File: src/cvmc_pkg.sv
package cvmc_pkg;

	// ----------------------------------------
	// Register map
	// ----------------------------------------
	localparam logic [7:0] ADDR_LEVEL_RAMP_AND_MIXING = 8'h03;
	localparam logic [7:0] ADDR_CHANNEL_A_ATTENUATION = 8'h04;
	localparam logic [7:0] ADDR_CHANNEL_B_ATTENUATION = 8'h05;
	localparam logic [7:0] ADDR_ADC_SETTINGS = 8'h06;
	localparam logic [7:0] ADDR_SECOND_MODE_SETTINGS = 8'h07;
	localparam logic [7:0] ADDR_DEVICE_IDENTITY = 8'h08;

	// ----------------------------------------
	// Reset values
	// ----------------------------------------
	localparam logic [7:0] RST_LEVEL_RAMP_AND_MIXING = 8'h29;
	localparam logic [7:0] RST_CHANNEL_ATTENUATION = 8'h00;
	localparam logic [7:0] RST_ADC_SETTINGS = 8'h00;
	localparam logic [7:0] RST_SECOND_MODE_SETTINGS = 8'h01;

	// Arbitrary identity values, not tied to any product
	localparam logic [3:0] PART_CODE = 4'hA;
	localparam logic [3:0] REVISION_CODE = 4'h5;

	// ----------------------------------------
	// Field positions
	// ----------------------------------------
	localparam int MIX_LINK_BIT = 6;
	localparam int RAMP_MODE_MSB = 5;
	localparam int RAMP_MODE_LSB = 4;
	localparam int MIX_A_MSB = 3;
	localparam int MIX_A_LSB = 2;
	localparam int MIX_B_MSB = 1;
	localparam int MIX_B_LSB = 0;
	localparam int ATT_MUTE_BIT = 7;
	localparam int ATT_MSB = 6;
	localparam int SHORT_WORD_DITHER_BIT = 5;
	localparam int ADC_FORMAT_BIT = 4;
	localparam int ADC_SILENCE_FIRST_BIT = 3;
	localparam int ADC_SILENCE_SECOND_BIT = 2;
	localparam int OFFSET_HOLD_FIRST_BIT = 1;
	localparam int OFFSET_HOLD_SECOND_BIT = 0;
	localparam int LOOPBACK_BIT = 4;
	localparam int LINKED_MUTE_INDICATOR_BIT = 3;
	localparam int FREEZE_BIT = 2;
	localparam int HOST_PORT_ENABLE_BIT = 1;
	localparam int LOW_POWER_REQUEST_BIT = 0;

	// ----------------------------------------
	// Level engine
	// ----------------------------------------
	localparam int SAMPLE_W = 24;
	localparam int LEVEL_W = 10;
	localparam int EIGHTHS_PER_DB = 8;
	localparam logic [LEVEL_W-1:0] LEVEL_MUTE = 10'h3FF;
	localparam logic [LEVEL_W-1:0] LEVEL_STEP = 10'h001;
	localparam int ZC_TIMEOUT_FRAMES = 512;
	localparam int ZC_TIMEOUT_MAX_FRAMES = 1024;
	localparam int DB_PER_OCTAVE = 6;
	localparam int GAIN_FRAC_BITS = 8;
	localparam int HPF_SHIFT = 10;
	localparam int DITHER_BITS = 8;
	localparam logic [15:0] LFSR_SEED = 16'hACE1;
	localparam logic [15:0] LFSR_TAPS = 16'hB400;

	typedef enum logic [1:0] {
		RAMP_IMMEDIATE = 2'h0,
		RAMP_ZERO_CROSS = 2'h1,
		RAMP_SOFT = 2'h2,
		RAMP_SOFT_ZERO_CROSS = 2'h3
	} cvmc_ramp_t;

	typedef enum logic [1:0] {
		MIX_MUTE = 2'h0,
		MIX_RIGHT = 2'h1,
		MIX_LEFT = 2'h2,
		MIX_HALF_SUM = 2'h3
	} cvmc_mix_t;

endpackage

File: src/cvmc_volume_mix_regs.sv
`timescale 1ns/1ps

module cvmc_volume_mix_regs
	import cvmc_pkg::*;
(
	// Clock and reset
	input wire logic clock,
	input wire logic reset_n,
	// Register port
	input wire logic [7:0] reg_addr,
	input wire logic reg_write,
	input wire logic [7:0] reg_wdata,
	output logic [7:0] reg_rdata,
	// Serial port frame clock
	input wire logic frame_clock,
	// Sample streams
	input wire logic signed [SAMPLE_W-1:0] dac_in_left,
	input wire logic signed [SAMPLE_W-1:0] dac_in_right,
	input wire logic signed [SAMPLE_W-1:0] adc_raw_first,
	input wire logic signed [SAMPLE_W-1:0] adc_raw_second,
	output logic signed [SAMPLE_W-1:0] analog_out_first,
	output logic signed [SAMPLE_W-1:0] analog_out_second,
	output logic signed [SAMPLE_W-1:0] serial_sample_out_first,
	output logic signed [SAMPLE_W-1:0] serial_sample_out_second,
	// Status and pin control
	output logic mute_indicator_first_n,
	output logic mute_indicator_second_n,
	output logic adc_format_select,
	output logic host_port_enable,
	output logic low_power_active
);

	// ----------------------------------------
	// Register storage
	// ----------------------------------------
	logic [7:0] mix_ff, att_a_ff, att_b_ff, adc_ff, mode2_ff;
	logic [7:0] eff_mix_ff, eff_att_a_ff, eff_att_b_ff, eff_adc_ff;

	always_ff @(posedge clock or negedge reset_n) begin
		if (!reset_n) begin
			mix_ff <= RST_LEVEL_RAMP_AND_MIXING;
			att_a_ff <= RST_CHANNEL_ATTENUATION;
			att_b_ff <= RST_CHANNEL_ATTENUATION;
			adc_ff <= RST_ADC_SETTINGS;
			mode2_ff <= RST_SECOND_MODE_SETTINGS;
		end else if (reg_write) begin
			case (reg_addr)
				ADDR_LEVEL_RAMP_AND_MIXING: mix_ff <= reg_wdata;
				ADDR_CHANNEL_A_ATTENUATION: att_a_ff <= reg_wdata;
				ADDR_CHANNEL_B_ATTENUATION: att_b_ff <= reg_wdata;
				ADDR_ADC_SETTINGS: adc_ff <= reg_wdata;
				ADDR_SECOND_MODE_SETTINGS: mode2_ff <= reg_wdata;
				default: ; // Identity and unmapped writes dropped
			endcase
		end
	end

	// Held copies only follow while freeze is clear, so a release applies all at once
	always_ff @(posedge clock or negedge reset_n) begin
		if (!reset_n) begin
			eff_mix_ff <= RST_LEVEL_RAMP_AND_MIXING;
			eff_att_a_ff <= RST_CHANNEL_ATTENUATION;
			eff_att_b_ff <= RST_CHANNEL_ATTENUATION;
			eff_adc_ff <= RST_ADC_SETTINGS;
		end else if (!mode2_ff[FREEZE_BIT]) begin
			eff_mix_ff <= mix_ff;
			eff_att_a_ff <= att_a_ff;
			eff_att_b_ff <= att_b_ff;
			eff_adc_ff <= adc_ff;
		end
	end

	always_ff @(posedge clock or negedge reset_n) begin
		if (!reset_n) begin
			reg_rdata <= 8'h00;
		end else begin
			case (reg_addr)
				ADDR_LEVEL_RAMP_AND_MIXING: reg_rdata <= mix_ff;
				ADDR_CHANNEL_A_ATTENUATION: reg_rdata <= att_a_ff;
				ADDR_CHANNEL_B_ATTENUATION: reg_rdata <= att_b_ff;
				ADDR_ADC_SETTINGS: reg_rdata <= adc_ff;
				ADDR_SECOND_MODE_SETTINGS: reg_rdata <= mode2_ff;
				ADDR_DEVICE_IDENTITY: reg_rdata <= {PART_CODE, REVISION_CODE};
				default: reg_rdata <= 8'h00;
			endcase
		end
	end

	// ----------------------------------------
	// Control decode
	// ----------------------------------------
	// Stand-alone mode ignores the mixing, attenuation and ADC registers and runs their reset defaults; the second mode register still applies
	logic port_on;
	logic [7:0] c_mix, c_att_a, c_att_b, c_adc;
	cvmc_ramp_t ramp_mode;
	logic [7:0] att_byte [2];
	cvmc_mix_t mix_src [2];

	assign port_on = mode2_ff[HOST_PORT_ENABLE_BIT];
	assign c_mix = port_on ? eff_mix_ff : RST_LEVEL_RAMP_AND_MIXING;
	assign c_att_a = port_on ? eff_att_a_ff : RST_CHANNEL_ATTENUATION;
	assign c_att_b = port_on ? eff_att_b_ff : RST_CHANNEL_ATTENUATION;
	assign c_adc = port_on ? eff_adc_ff : RST_ADC_SETTINGS;
	assign ramp_mode = cvmc_ramp_t'(c_mix[RAMP_MODE_MSB:RAMP_MODE_LSB]);
	assign att_byte[0] = c_att_a;
	assign att_byte[1] = c_mix[MIX_LINK_BIT] ? c_att_a : c_att_b;
	assign mix_src[0] = cvmc_mix_t'(c_mix[MIX_A_MSB:MIX_A_LSB]);
	assign mix_src[1] = cvmc_mix_t'(c_mix[MIX_B_MSB:MIX_B_LSB]);

	// ----------------------------------------
	// Frame clock sampling
	// ----------------------------------------
	logic [2:0] fclk_sync_ff;
	logic fclk_level_ff;
	logic frame_tick;

	always_ff @(posedge clock or negedge reset_n) begin
		if (!reset_n) begin
			fclk_sync_ff <= 3'h0;
		end else begin
			fclk_sync_ff <= {fclk_sync_ff[1:0], frame_clock};
		end
	end

	always_ff @(posedge clock or negedge reset_n) begin
		if (!reset_n) begin
			fclk_level_ff <= 1'b0;
		end else if (fclk_sync_ff[1] == fclk_sync_ff[2]) begin
			fclk_level_ff <= fclk_sync_ff[2];
		end
	end

	// One tick per frame, on the agreed rising level
	assign frame_tick = (fclk_sync_ff[1] == fclk_sync_ff[2]) && fclk_sync_ff[2] && !fclk_level_ff;

	// ----------------------------------------
	// ADC path
	// ----------------------------------------
	logic signed [SAMPLE_W-1:0] adc_raw [2];
	logic signed [SAMPLE_W-1:0] offset_est_ff [2];
	logic signed [SAMPLE_W-1:0] adc_word [2];
	logic [1:0] adc_silence, adc_hold;
	logic [15:0] lfsr_ff;

	assign adc_raw[0] = adc_raw_first;
	assign adc_raw[1] = adc_raw_second;
	assign adc_silence = {c_adc[ADC_SILENCE_FIRST_BIT], c_adc[ADC_SILENCE_SECOND_BIT]};
	assign adc_hold = {c_adc[OFFSET_HOLD_FIRST_BIT], c_adc[OFFSET_HOLD_SECOND_BIT]};

	always_ff @(posedge clock or negedge reset_n) begin
		if (!reset_n) begin
			lfsr_ff <= LFSR_SEED;
		end else if (frame_tick) begin
			lfsr_ff <= (lfsr_ff >> 1) ^ (lfsr_ff[0] ? LFSR_TAPS : 16'h0000);
		end
	end

	// ----------------------------------------
	// DAC level engine, one copy per channel
	// ----------------------------------------
	logic [LEVEL_W-1:0] level_ff [2];
	logic [LEVEL_W-1:0] target [2];
	logic [9:0] zc_count_ff [2];
	logic signed [SAMPLE_W-1:0] prev_mix_ff [2];
	logic signed [SAMPLE_W-1:0] dac_out_ff [2];
	logic signed [SAMPLE_W-1:0] adc_out_ff [2];
	logic signed [SAMPLE_W-1:0] mix_in [2];
	logic signed [SAMPLE_W-1:0] src_left, src_right;
	logic [1:0] zc_seen, zc_allow, chan_muted;

	// Loopback feeds the finished ADC words straight into the mixer
	assign src_left = mode2_ff[LOOPBACK_BIT] ? adc_out_ff[0] : dac_in_left;
	assign src_right = mode2_ff[LOOPBACK_BIT] ? adc_out_ff[1] : dac_in_right;

	for (genvar ch = 0; ch < 2; ch++) begin : g_chan
		logic signed [SAMPLE_W:0] sum_lr;
		logic signed [SAMPLE_W:0] hp_diff;
		logic signed [SAMPLE_W-1:0] hp_out;
		logic signed [SAMPLE_W-1:0] dith_word;
		logic [6:0] db;
		logic [4:0] oct_shift;
		logic [2:0] oct_frac;
		logic [8:0] gain_q8;
		logic signed [SAMPLE_W+10:0] prod;

		assign sum_lr = (SAMPLE_W+1)'(src_left) + (SAMPLE_W+1)'(src_right);
		always_comb begin
			case (mix_src[ch])
				MIX_MUTE: mix_in[ch] = '0;
				MIX_RIGHT: mix_in[ch] = src_right;
				MIX_LEFT: mix_in[ch] = src_left;
				MIX_HALF_SUM: mix_in[ch] = sum_lr[SAMPLE_W:1];
				default: mix_in[ch] = '0;
			endcase
		end

		// Mute bit drives the target to the silent level; ramp rules still apply
		assign target[ch] = att_byte[ch][ATT_MUTE_BIT] ? LEVEL_MUTE
			: LEVEL_W'({att_byte[ch][ATT_MSB:0], 3'h0});

		// Either a sign change or touching zero counts as a crossing
		assign zc_seen[ch] = (mix_in[ch] == '0) || (prev_mix_ff[ch] == '0)
			|| (mix_in[ch][SAMPLE_W-1] != prev_mix_ff[ch][SAMPLE_W-1]);
		assign zc_allow[ch] = zc_seen[ch]
			|| (zc_count_ff[ch] == 10'(ZC_TIMEOUT_FRAMES - 1));

		always_ff @(posedge clock or negedge reset_n) begin
			if (!reset_n) begin
				prev_mix_ff[ch] <= '0;
			end else if (frame_tick) begin
				prev_mix_ff[ch] <= mix_in[ch];
			end
		end

		// Frames waited for a crossing; cleared once nothing is pending
		always_ff @(posedge clock or negedge reset_n) begin
			if (!reset_n) begin
				zc_count_ff[ch] <= '0;
			end else if (level_ff[ch] == target[ch] || zc_allow[ch]) begin
				if (frame_tick) zc_count_ff[ch] <= '0;
			end else if (frame_tick) begin
				zc_count_ff[ch] <= zc_count_ff[ch] + 10'h001;
			end
		end

		// Present level jumps or steps toward the newest target, by ramp mode
		always_ff @(posedge clock or negedge reset_n) begin
			if (!reset_n) begin
				level_ff[ch] <= '0;
			end else begin
				case (ramp_mode)
					RAMP_IMMEDIATE: level_ff[ch] <= target[ch];
					RAMP_ZERO_CROSS: begin
						if (frame_tick && zc_allow[ch]) level_ff[ch] <= target[ch];
					end
					RAMP_SOFT, RAMP_SOFT_ZERO_CROSS: begin
						if (frame_tick && (ramp_mode == RAMP_SOFT || zc_allow[ch])) begin
							if (level_ff[ch] < target[ch]) begin
								level_ff[ch] <= level_ff[ch] + LEVEL_STEP;
							end else if (level_ff[ch] > target[ch]) begin
								level_ff[ch] <= level_ff[ch] - LEVEL_STEP;
							end
						end
					end
					default: level_ff[ch] <= target[ch];
				endcase
			end
		end

		// Gain from level: whole octaves by shift, leftover dB from a table
		assign db = level_ff[ch][LEVEL_W-1:3];
		assign oct_shift = 5'(db / 7'(DB_PER_OCTAVE));
		assign oct_frac = 3'(db % 7'(DB_PER_OCTAVE));

		always_comb begin
			case (oct_frac)
				3'h0: gain_q8 = 9'h100;
				3'h1: gain_q8 = 9'h0E4;
				3'h2: gain_q8 = 9'h0CB;
				3'h3: gain_q8 = 9'h0B5;
				3'h4: gain_q8 = 9'h0A2;
				3'h5: gain_q8 = 9'h090;
				default: gain_q8 = 9'h000;
			endcase
		end

		assign prod = (SAMPLE_W+11)'($signed(mix_in[ch]) * $signed({1'b0, gain_q8}))
			>>> (GAIN_FRAC_BITS + oct_shift);

		always_ff @(posedge clock or negedge reset_n) begin
			if (!reset_n) begin
				dac_out_ff[ch] <= '0;
			end else if (mode2_ff[LOW_POWER_REQUEST_BIT] || level_ff[ch] == LEVEL_MUTE) begin
				dac_out_ff[ch] <= '0;
			end else if (frame_tick) begin
				dac_out_ff[ch] <= prod[SAMPLE_W-1:0];
			end
		end

		assign chan_muted[ch] = (level_ff[ch] == LEVEL_MUTE);
		// ADC: offset estimate tracks slowly, hold freezes it
		assign hp_diff = (SAMPLE_W+1)'(adc_raw[ch]) - (SAMPLE_W+1)'(offset_est_ff[ch]);
		assign hp_out = SAMPLE_W'(hp_diff);
		assign dith_word = SAMPLE_W'(hp_out + SAMPLE_W'(lfsr_ff[DITHER_BITS-1:0]))
			& ~SAMPLE_W'((1 << DITHER_BITS) - 1);

		always_ff @(posedge clock or negedge reset_n) begin
			if (!reset_n) begin
				offset_est_ff[ch] <= '0;
			end else if (frame_tick && !adc_hold[1-ch]) begin
				offset_est_ff[ch] <= offset_est_ff[ch] + SAMPLE_W'(hp_diff >>> HPF_SHIFT);
			end
		end

		assign adc_word[ch] = c_adc[SHORT_WORD_DITHER_BIT] ? dith_word : hp_out;
		always_ff @(posedge clock or negedge reset_n) begin
			if (!reset_n) begin
				adc_out_ff[ch] <= '0;
			end else if (adc_silence[1-ch] || mode2_ff[LOW_POWER_REQUEST_BIT]) begin
				adc_out_ff[ch] <= '0;
			end else if (frame_tick) begin
				adc_out_ff[ch] <= adc_word[ch];
			end
		end
	end

	// ----------------------------------------
	// Mute indicators and pin outputs
	// ----------------------------------------
	logic [1:0] mute_req, mute_cond;
	logic linked;

	assign linked = mode2_ff[LINKED_MUTE_INDICATOR_BIT];
	assign mute_req[0] = att_byte[0][ATT_MUTE_BIT] || (linked && att_byte[1][ATT_MUTE_BIT]);
	assign mute_req[1] = att_byte[1][ATT_MUTE_BIT] || (linked && att_byte[0][ATT_MUTE_BIT]);
	assign mute_cond = mute_req & chan_muted;

	always_ff @(posedge clock or negedge reset_n) begin
		if (!reset_n) begin
			mute_indicator_first_n <= 1'b1;
			mute_indicator_second_n <= 1'b1;
		end else if (linked) begin
			mute_indicator_first_n <= !(mute_cond[0] && mute_cond[1]);
			mute_indicator_second_n <= !(mute_cond[0] && mute_cond[1]);
		end else begin
			mute_indicator_first_n <= !mute_cond[0];
			mute_indicator_second_n <= !mute_cond[1];
		end
	end

	always_ff @(posedge clock or negedge reset_n) begin
		if (!reset_n) begin
			adc_format_select <= 1'b0;
			host_port_enable <= 1'b0;
			low_power_active <= 1'b1;
		end else begin
			adc_format_select <= c_adc[ADC_FORMAT_BIT];
			host_port_enable <= mode2_ff[HOST_PORT_ENABLE_BIT];
			low_power_active <= mode2_ff[LOW_POWER_REQUEST_BIT];
		end
	end
	assign analog_out_first = dac_out_ff[0];
	assign analog_out_second = dac_out_ff[1];
	assign serial_sample_out_first = adc_out_ff[0];
	assign serial_sample_out_second = adc_out_ff[1];
endmodule // cvmc_volume_mix_regs

File: config.mk
export PLATFORM = sky130hd
export DESIGN_NAME = cvmc_volume_mix_regs
export DESIGN_NICKNAME = d
export VERILOG_FILES = /design/src/cvmc_pkg.sv /design/src/cvmc_volume_mix_regs.sv
export SDC_FILE = /design/constraint.sdc
export NUM_CORES = 2
export LEC_CHECK = 0
export BUFFER_PORTS_ARGS = -buffer_cell sky130_fd_sc_hd__buf_2
export CORE_MARGIN = 2
export CORE_UTILIZATION = 50
export DETAILED_ROUTE_END_ITERATION = 7
export PLACE_DENSITY = 0.67
export SLEW_MARGIN = 30
export SYNTH_ARGS = -nofsm -noshare
export SYNTH_HDL_FRONTEND = slang
export SYNTH_SLANG_ARGS = --single-unit
File: constraint.sdc
create_clock -name clock -period 24.7 [get_ports clock]
set_clock_uncertainty 0.05 [all_clocks]
set_input_delay 3.705 -clock clock [delete_from_list [all_inputs] [get_ports clock]]
set_output_delay 3.705 -clock clock [all_outputs]
set_load 0.01 [all_outputs]
==> impl_metrics.prom <==
# TYPE chip_impl_metric gauge
chip_impl_info{name="run_status",value="complete, no violations"} 1
chip_impl_metric{name="grt.total_usage",unit="%"} 29.44
chip_impl_metric{name="num_rows",unit=""} 108
chip_impl_info{name="worstSetupStartpoint",value="dac_in_left[16]"} 1
chip_impl_metric{name="worst_pin_slew",unit="ps"} 1016
chip_impl_metric{name="number_of_inserted_filler_cells_in_the_final_layout",unit=""} 8135
chip_impl_metric{name="grt_max_degree",unit=""} 101
chip_impl_metric{name="number_of_global_route_vias_before_repair",unit=""} 37865
chip_impl_metric{name="portBuffers",unit=""} 224
chip_impl_metric{name="antenna_left",unit=""} 0
chip_impl_metric{name="ctsHtreeMaxLevel",unit=""} 2
chip_impl_metric{name="clock_slew_at_reported_path_ffs",unit="ps"} 60
chip_impl_metric{name="cts_buffers",unit=""} 41
chip_impl_metric{name="die_width",unit="microns"} 298.8
chip_impl_info{name="timing_worst_setup_path_type",value="in2reg"} 1
chip_impl_info{name="clock-root-buffer",value="clkbuf_16"} 1
chip_impl_metric{name="fp.coreArea",unit="sq um"} 86480
chip_impl_metric{name="cts_buffer_depth",unit=""} 3
chip_impl_metric{name="netlist-cell-type-count",unit=""} 108
chip_impl_metric{name="netlist_area",unit="sq um"} 43450
chip_impl_metric{name="syn_to_final_growth",unit="%"} 8.884
chip_impl_metric{name="detail_route.vias_per_cell",unit=""} 5.946
chip_impl_metric{name="insertion_delay",unit="ps"} 620
chip_impl_metric{name="vias",unit=""} 38730
chip_impl_metric{name="hold_depth",unit=""} 0
chip_impl_metric{name="synth_enable_flop_cells",unit=""} 0
chip_impl_metric{name="cts.sinks",unit=""} 334
chip_impl_metric{name="worst-path-max-fanout",unit=""} 20
chip_impl_info{name="cp-end-kind",value="flop"} 1
chip_impl_metric{name="worst-endpoint-arrival",unit="ps"} 13550
chip_impl_metric{name="number_of_buffers_inserted_by_post_cts_setup_repair",unit=""} 0
chip_impl_metric{name="max_clock_freq",unit="MHz"} 76.41
chip_impl_metric{name="max_cap_viol_count",unit=""} 0
chip_impl_metric{name="r2r.worst_path.cells",unit=""} 35
chip_impl_metric{name="post-route-period-util",unit="%"} 52.99
chip_impl_info{name="hold_class",value="reg2reg"} 1
chip_impl_info{name="setup.worst_path.start_class",value="input port"} 1
chip_impl_metric{name="timing.max_slew.rel_slack",unit="%"} 31.77
chip_impl_info{name="worst_path_most_repeated_cell",value="fa_1"} 1
chip_impl_metric{name="synth-seq-area-share",unit="%"} 19.29
chip_impl_info{name="ys.flop_type",value="dfrtp_1"} 1
chip_impl_metric{name="final-setup-viol-count",unit=""} 0
chip_impl_metric{name="cts_hold_buf",unit=""} 0
chip_impl_metric{name="final-hold-violation-count",unit=""} 0
chip_impl_info{name="cts_tree",value="built"} 1
chip_impl_metric{name="report.final.slew_viol_count",unit=""} 0
chip_impl_info{name="rsz0062_at_grt",value="no"} 1
chip_impl_metric{name="largest_stage_delay_worst_path",unit="ps"} 710
chip_impl_metric{name="drt_first_iter_violations",unit=""} 3235
chip_impl_metric{name="synth.ff_latch_count",unit=""} 334
chip_impl_metric{name="antenna_found_initial",unit=""} 13
chip_impl_metric{name="number_of_gates_resized_after_cts",unit=""} 0
chip_impl_metric{name="chipHeight",unit="microns"} 298.8
chip_impl_metric{name="finalSetupTns",unit="ps"} 0
chip_impl_metric{name="place_hpwl",unit="microns"} 103400
chip_impl_info{name="yosysTopAreaCell",value="dfrtp_1"} 1
chip_impl_metric{name="async_flop_share",unit="%"} 100.0
chip_impl_metric{name="finalHoldWorstSlack",unit="ps"} 299.0
chip_impl_metric{name="detail_route.first_pass.iterations",unit=""} 6
chip_impl_metric{name="multi_input_area",unit="sq um"} 32080
chip_impl_info{name="worst_path_max_delay_cell",value="o31a_1"} 1
chip_impl_metric{name="die_area",unit="sq um"} 89270
chip_impl_metric{name="avg_wl_per_cell",unit="microns"} 20.23
chip_impl_info{name="ys_top_cells_by_area",value="dfrtp_1, fa_1, ha_1"} 1
chip_impl_metric{name="drive_above_1_share",unit="%"} 12.39
chip_impl_metric{name="synthesis.area_per_instance",unit="sq um"} 8.320
chip_impl_metric{name="route.detailed.drc",unit=""} 0
chip_impl_metric{name="layout.area.seq",unit="sq um"} 8382
chip_impl_metric{name="postSynthNetCount",unit=""} 6021
chip_impl_metric{name="synthCells",unit=""} 5222
chip_impl_metric{name="synth.yosys.warnings",unit=""} 0
chip_impl_metric{name="required",unit="ps"} 25160
chip_impl_metric{name="layout_min_cycle_time",unit="ps"} 13090
chip_impl_metric{name="detail_route.wirelength",unit="microns"} 131800
chip_impl_info{name="regToRegStartpoint",value="g_chan[1].db[4]"} 1
chip_impl_metric{name="start_util",unit="%"} 50.24
chip_impl_metric{name="gr-total-overflow",unit=""} 0
chip_impl_metric{name="fin_nets",unit=""} 6121
chip_impl_metric{name="top_level_ports",unit=""} 225
chip_impl_metric{name="synth_top_cell_area_share",unit="%"} 18.20
chip_impl_info{name="worst_hold_startpoint",value="fclk_sync_ff[0]"} 1
chip_impl_metric{name="place.gp.congestion",unit=""} 0.9848
chip_impl_metric{name="wire_length_of_the_first_global_routing_pass",unit="microns"} 212100
-- area by class of cell --
class,count,area share [%]
multi-input combinational,4073,67.82
antenna,6,0.03174
tap,1155,3.055
clock buffer,54,2.357
clock inverter,20,0.7141
sequential,334,17.72
timing repair buffer,308,3.832
inverter,564,4.475
-- logic make-up (layout without fill, tap and decap cells) --
logic type | count (synthesis) | count (layout) | synth area share (%)
XOR/XNOR | 208 | 208 | 4.210
flip-flops | 334 | 334 | 19.29
multiplexers | 212 | 212 | 5.624
AO/OA/AOI/OAI | 1299 | 1299 | 20.09
buffers and inverters | 815 | 946 | 7.159
other | 0 | 6 | 0
AND/OR/NAND/NOR | 1671 | 1671 | 17.69
adder cells (fa/ha/maj) | 683 | 683 | 25.94
-- cell usage in the layout (no fill, tap or decap), drive strengths merged, types with 17 or more instances in the layout --
cell type	count
and3	35
a22oi	46
o22ai	22
mux2	142
fa	363
buf	308
nand4	32
xor2	79
a21o	95
dfrtp	316
clkbuf	54
dfstp	18
a22o	18
o21bai	17
nand2b	78
nor2	511
or3	39
xnor2	129
nor4	31
o21a	68
a211oi	100
a31oi	43
o31ai	29
o211ai	67
inv	565
ha	320
nor2b	54
nand3	88
o21ai	300
o221ai	17
or2	38
nor3	84
a21oi	277
mux2i	61
and2	49
nand2	580
-- synth_stat cells (29+ instances only) --
master / n
o21ai_0: 281
inv_1: 563
xnor2_1: 128
a211oi_1: 94
a22oi_1: 46
buf_2: 29
and3_1: 35
or3_1: 38
nor3_1: 81
fa_1: 363
nand3_1: 88
or2_2: 35
nand2b_1: 78
clkbuf_1: 196
nor2b_1: 54
nand4_1: 32
xor2_1: 79
nand2_1: 579
o211ai_1: 63
and2_1: 47
a21o_1: 95
a31oi_1: 40
dfrtp_1: 316
mux2i_1: 60
nor2_1: 510
o21a_1: 68
a21oi_1: 275
ha_1: 320
nor4_1: 29
mux2_2: 137
-- sequential cells by signal, summed over array words and instances, names as in the netlist, 6 cells and up --
signal / cells
g_chan.db: 14
zc_count_ff: 20
eff_att_b_ff: 8
prev_mix_ff: 48
reg_rdata: 8
att_a_ff: 8
serial_sample_out_second: 24
analog_out_second: 24
offset_est_ff: 48
mix_ff: 8
level_ff: 6
adc_ff: 8
att_b_ff: 8
serial_sample_out_first: 24
analog_out_first: 24
lfsr_ff: 16
eff_att_a_ff: 8
eff_adc_ff: 6
eff_mix_ff: 7
mode2_ff: 8
-- routing by layer --
layer | part of all wire [%] | GRT usage (%) | wire length [microns] | vias to the layer above
met2 | 44 | 45.58 | 58250 | 1457
met5 | 0.063 | 0 | 83 | -
met3 | 7.2 | 4.028 | 9525 | 210
met1 | 45 | 42.79 | 59460 | 18827
met4 | 3.4 | 9.071 | 4449 | 12
li1 | - | - | - | 18224
-- worst max-delay path, delay by kind of cell --
kind                       cells  cell delay (ps)
AOI/OAI and AO/OA              9             3230
adders and majority gates      7             3550
buffers and inverters          5              450
muxes                          1              550
and+or+nand+nor               10             2060
-- final timing paths --
| path | end | slack (ps) |
|---|---|---|
| max | analog_out_second[11] | 11610 |
| min | fclk_sync_ff[1] | 300 |
| max reg2reg | analog_out_second[11] | 13480 |
| min reg2reg | fclk_sync_ff[1] | 300 |
| max in group asynchronous | offset_est_ff[21] | 19580 |
| min in group asynchronous | analog_out_first[0] | 2910 |
-- metrics by stage --
step	worst slack [ps]	instances	area, sq um	utilization, %
floorplan	12810	5222	43450	-
CTS	11730	6505	47210	54.58
global placement	11090	6431	45740	52.89
global route	10940	6512	47300	54.70
detailed placement	11120	6431	45750	52.90
finish	11610	6514	47310	54.70
Power is left out: the tool's default activity adds up to more than one toggle a clock period on the data nets, which glitch-free logic cannot reach.
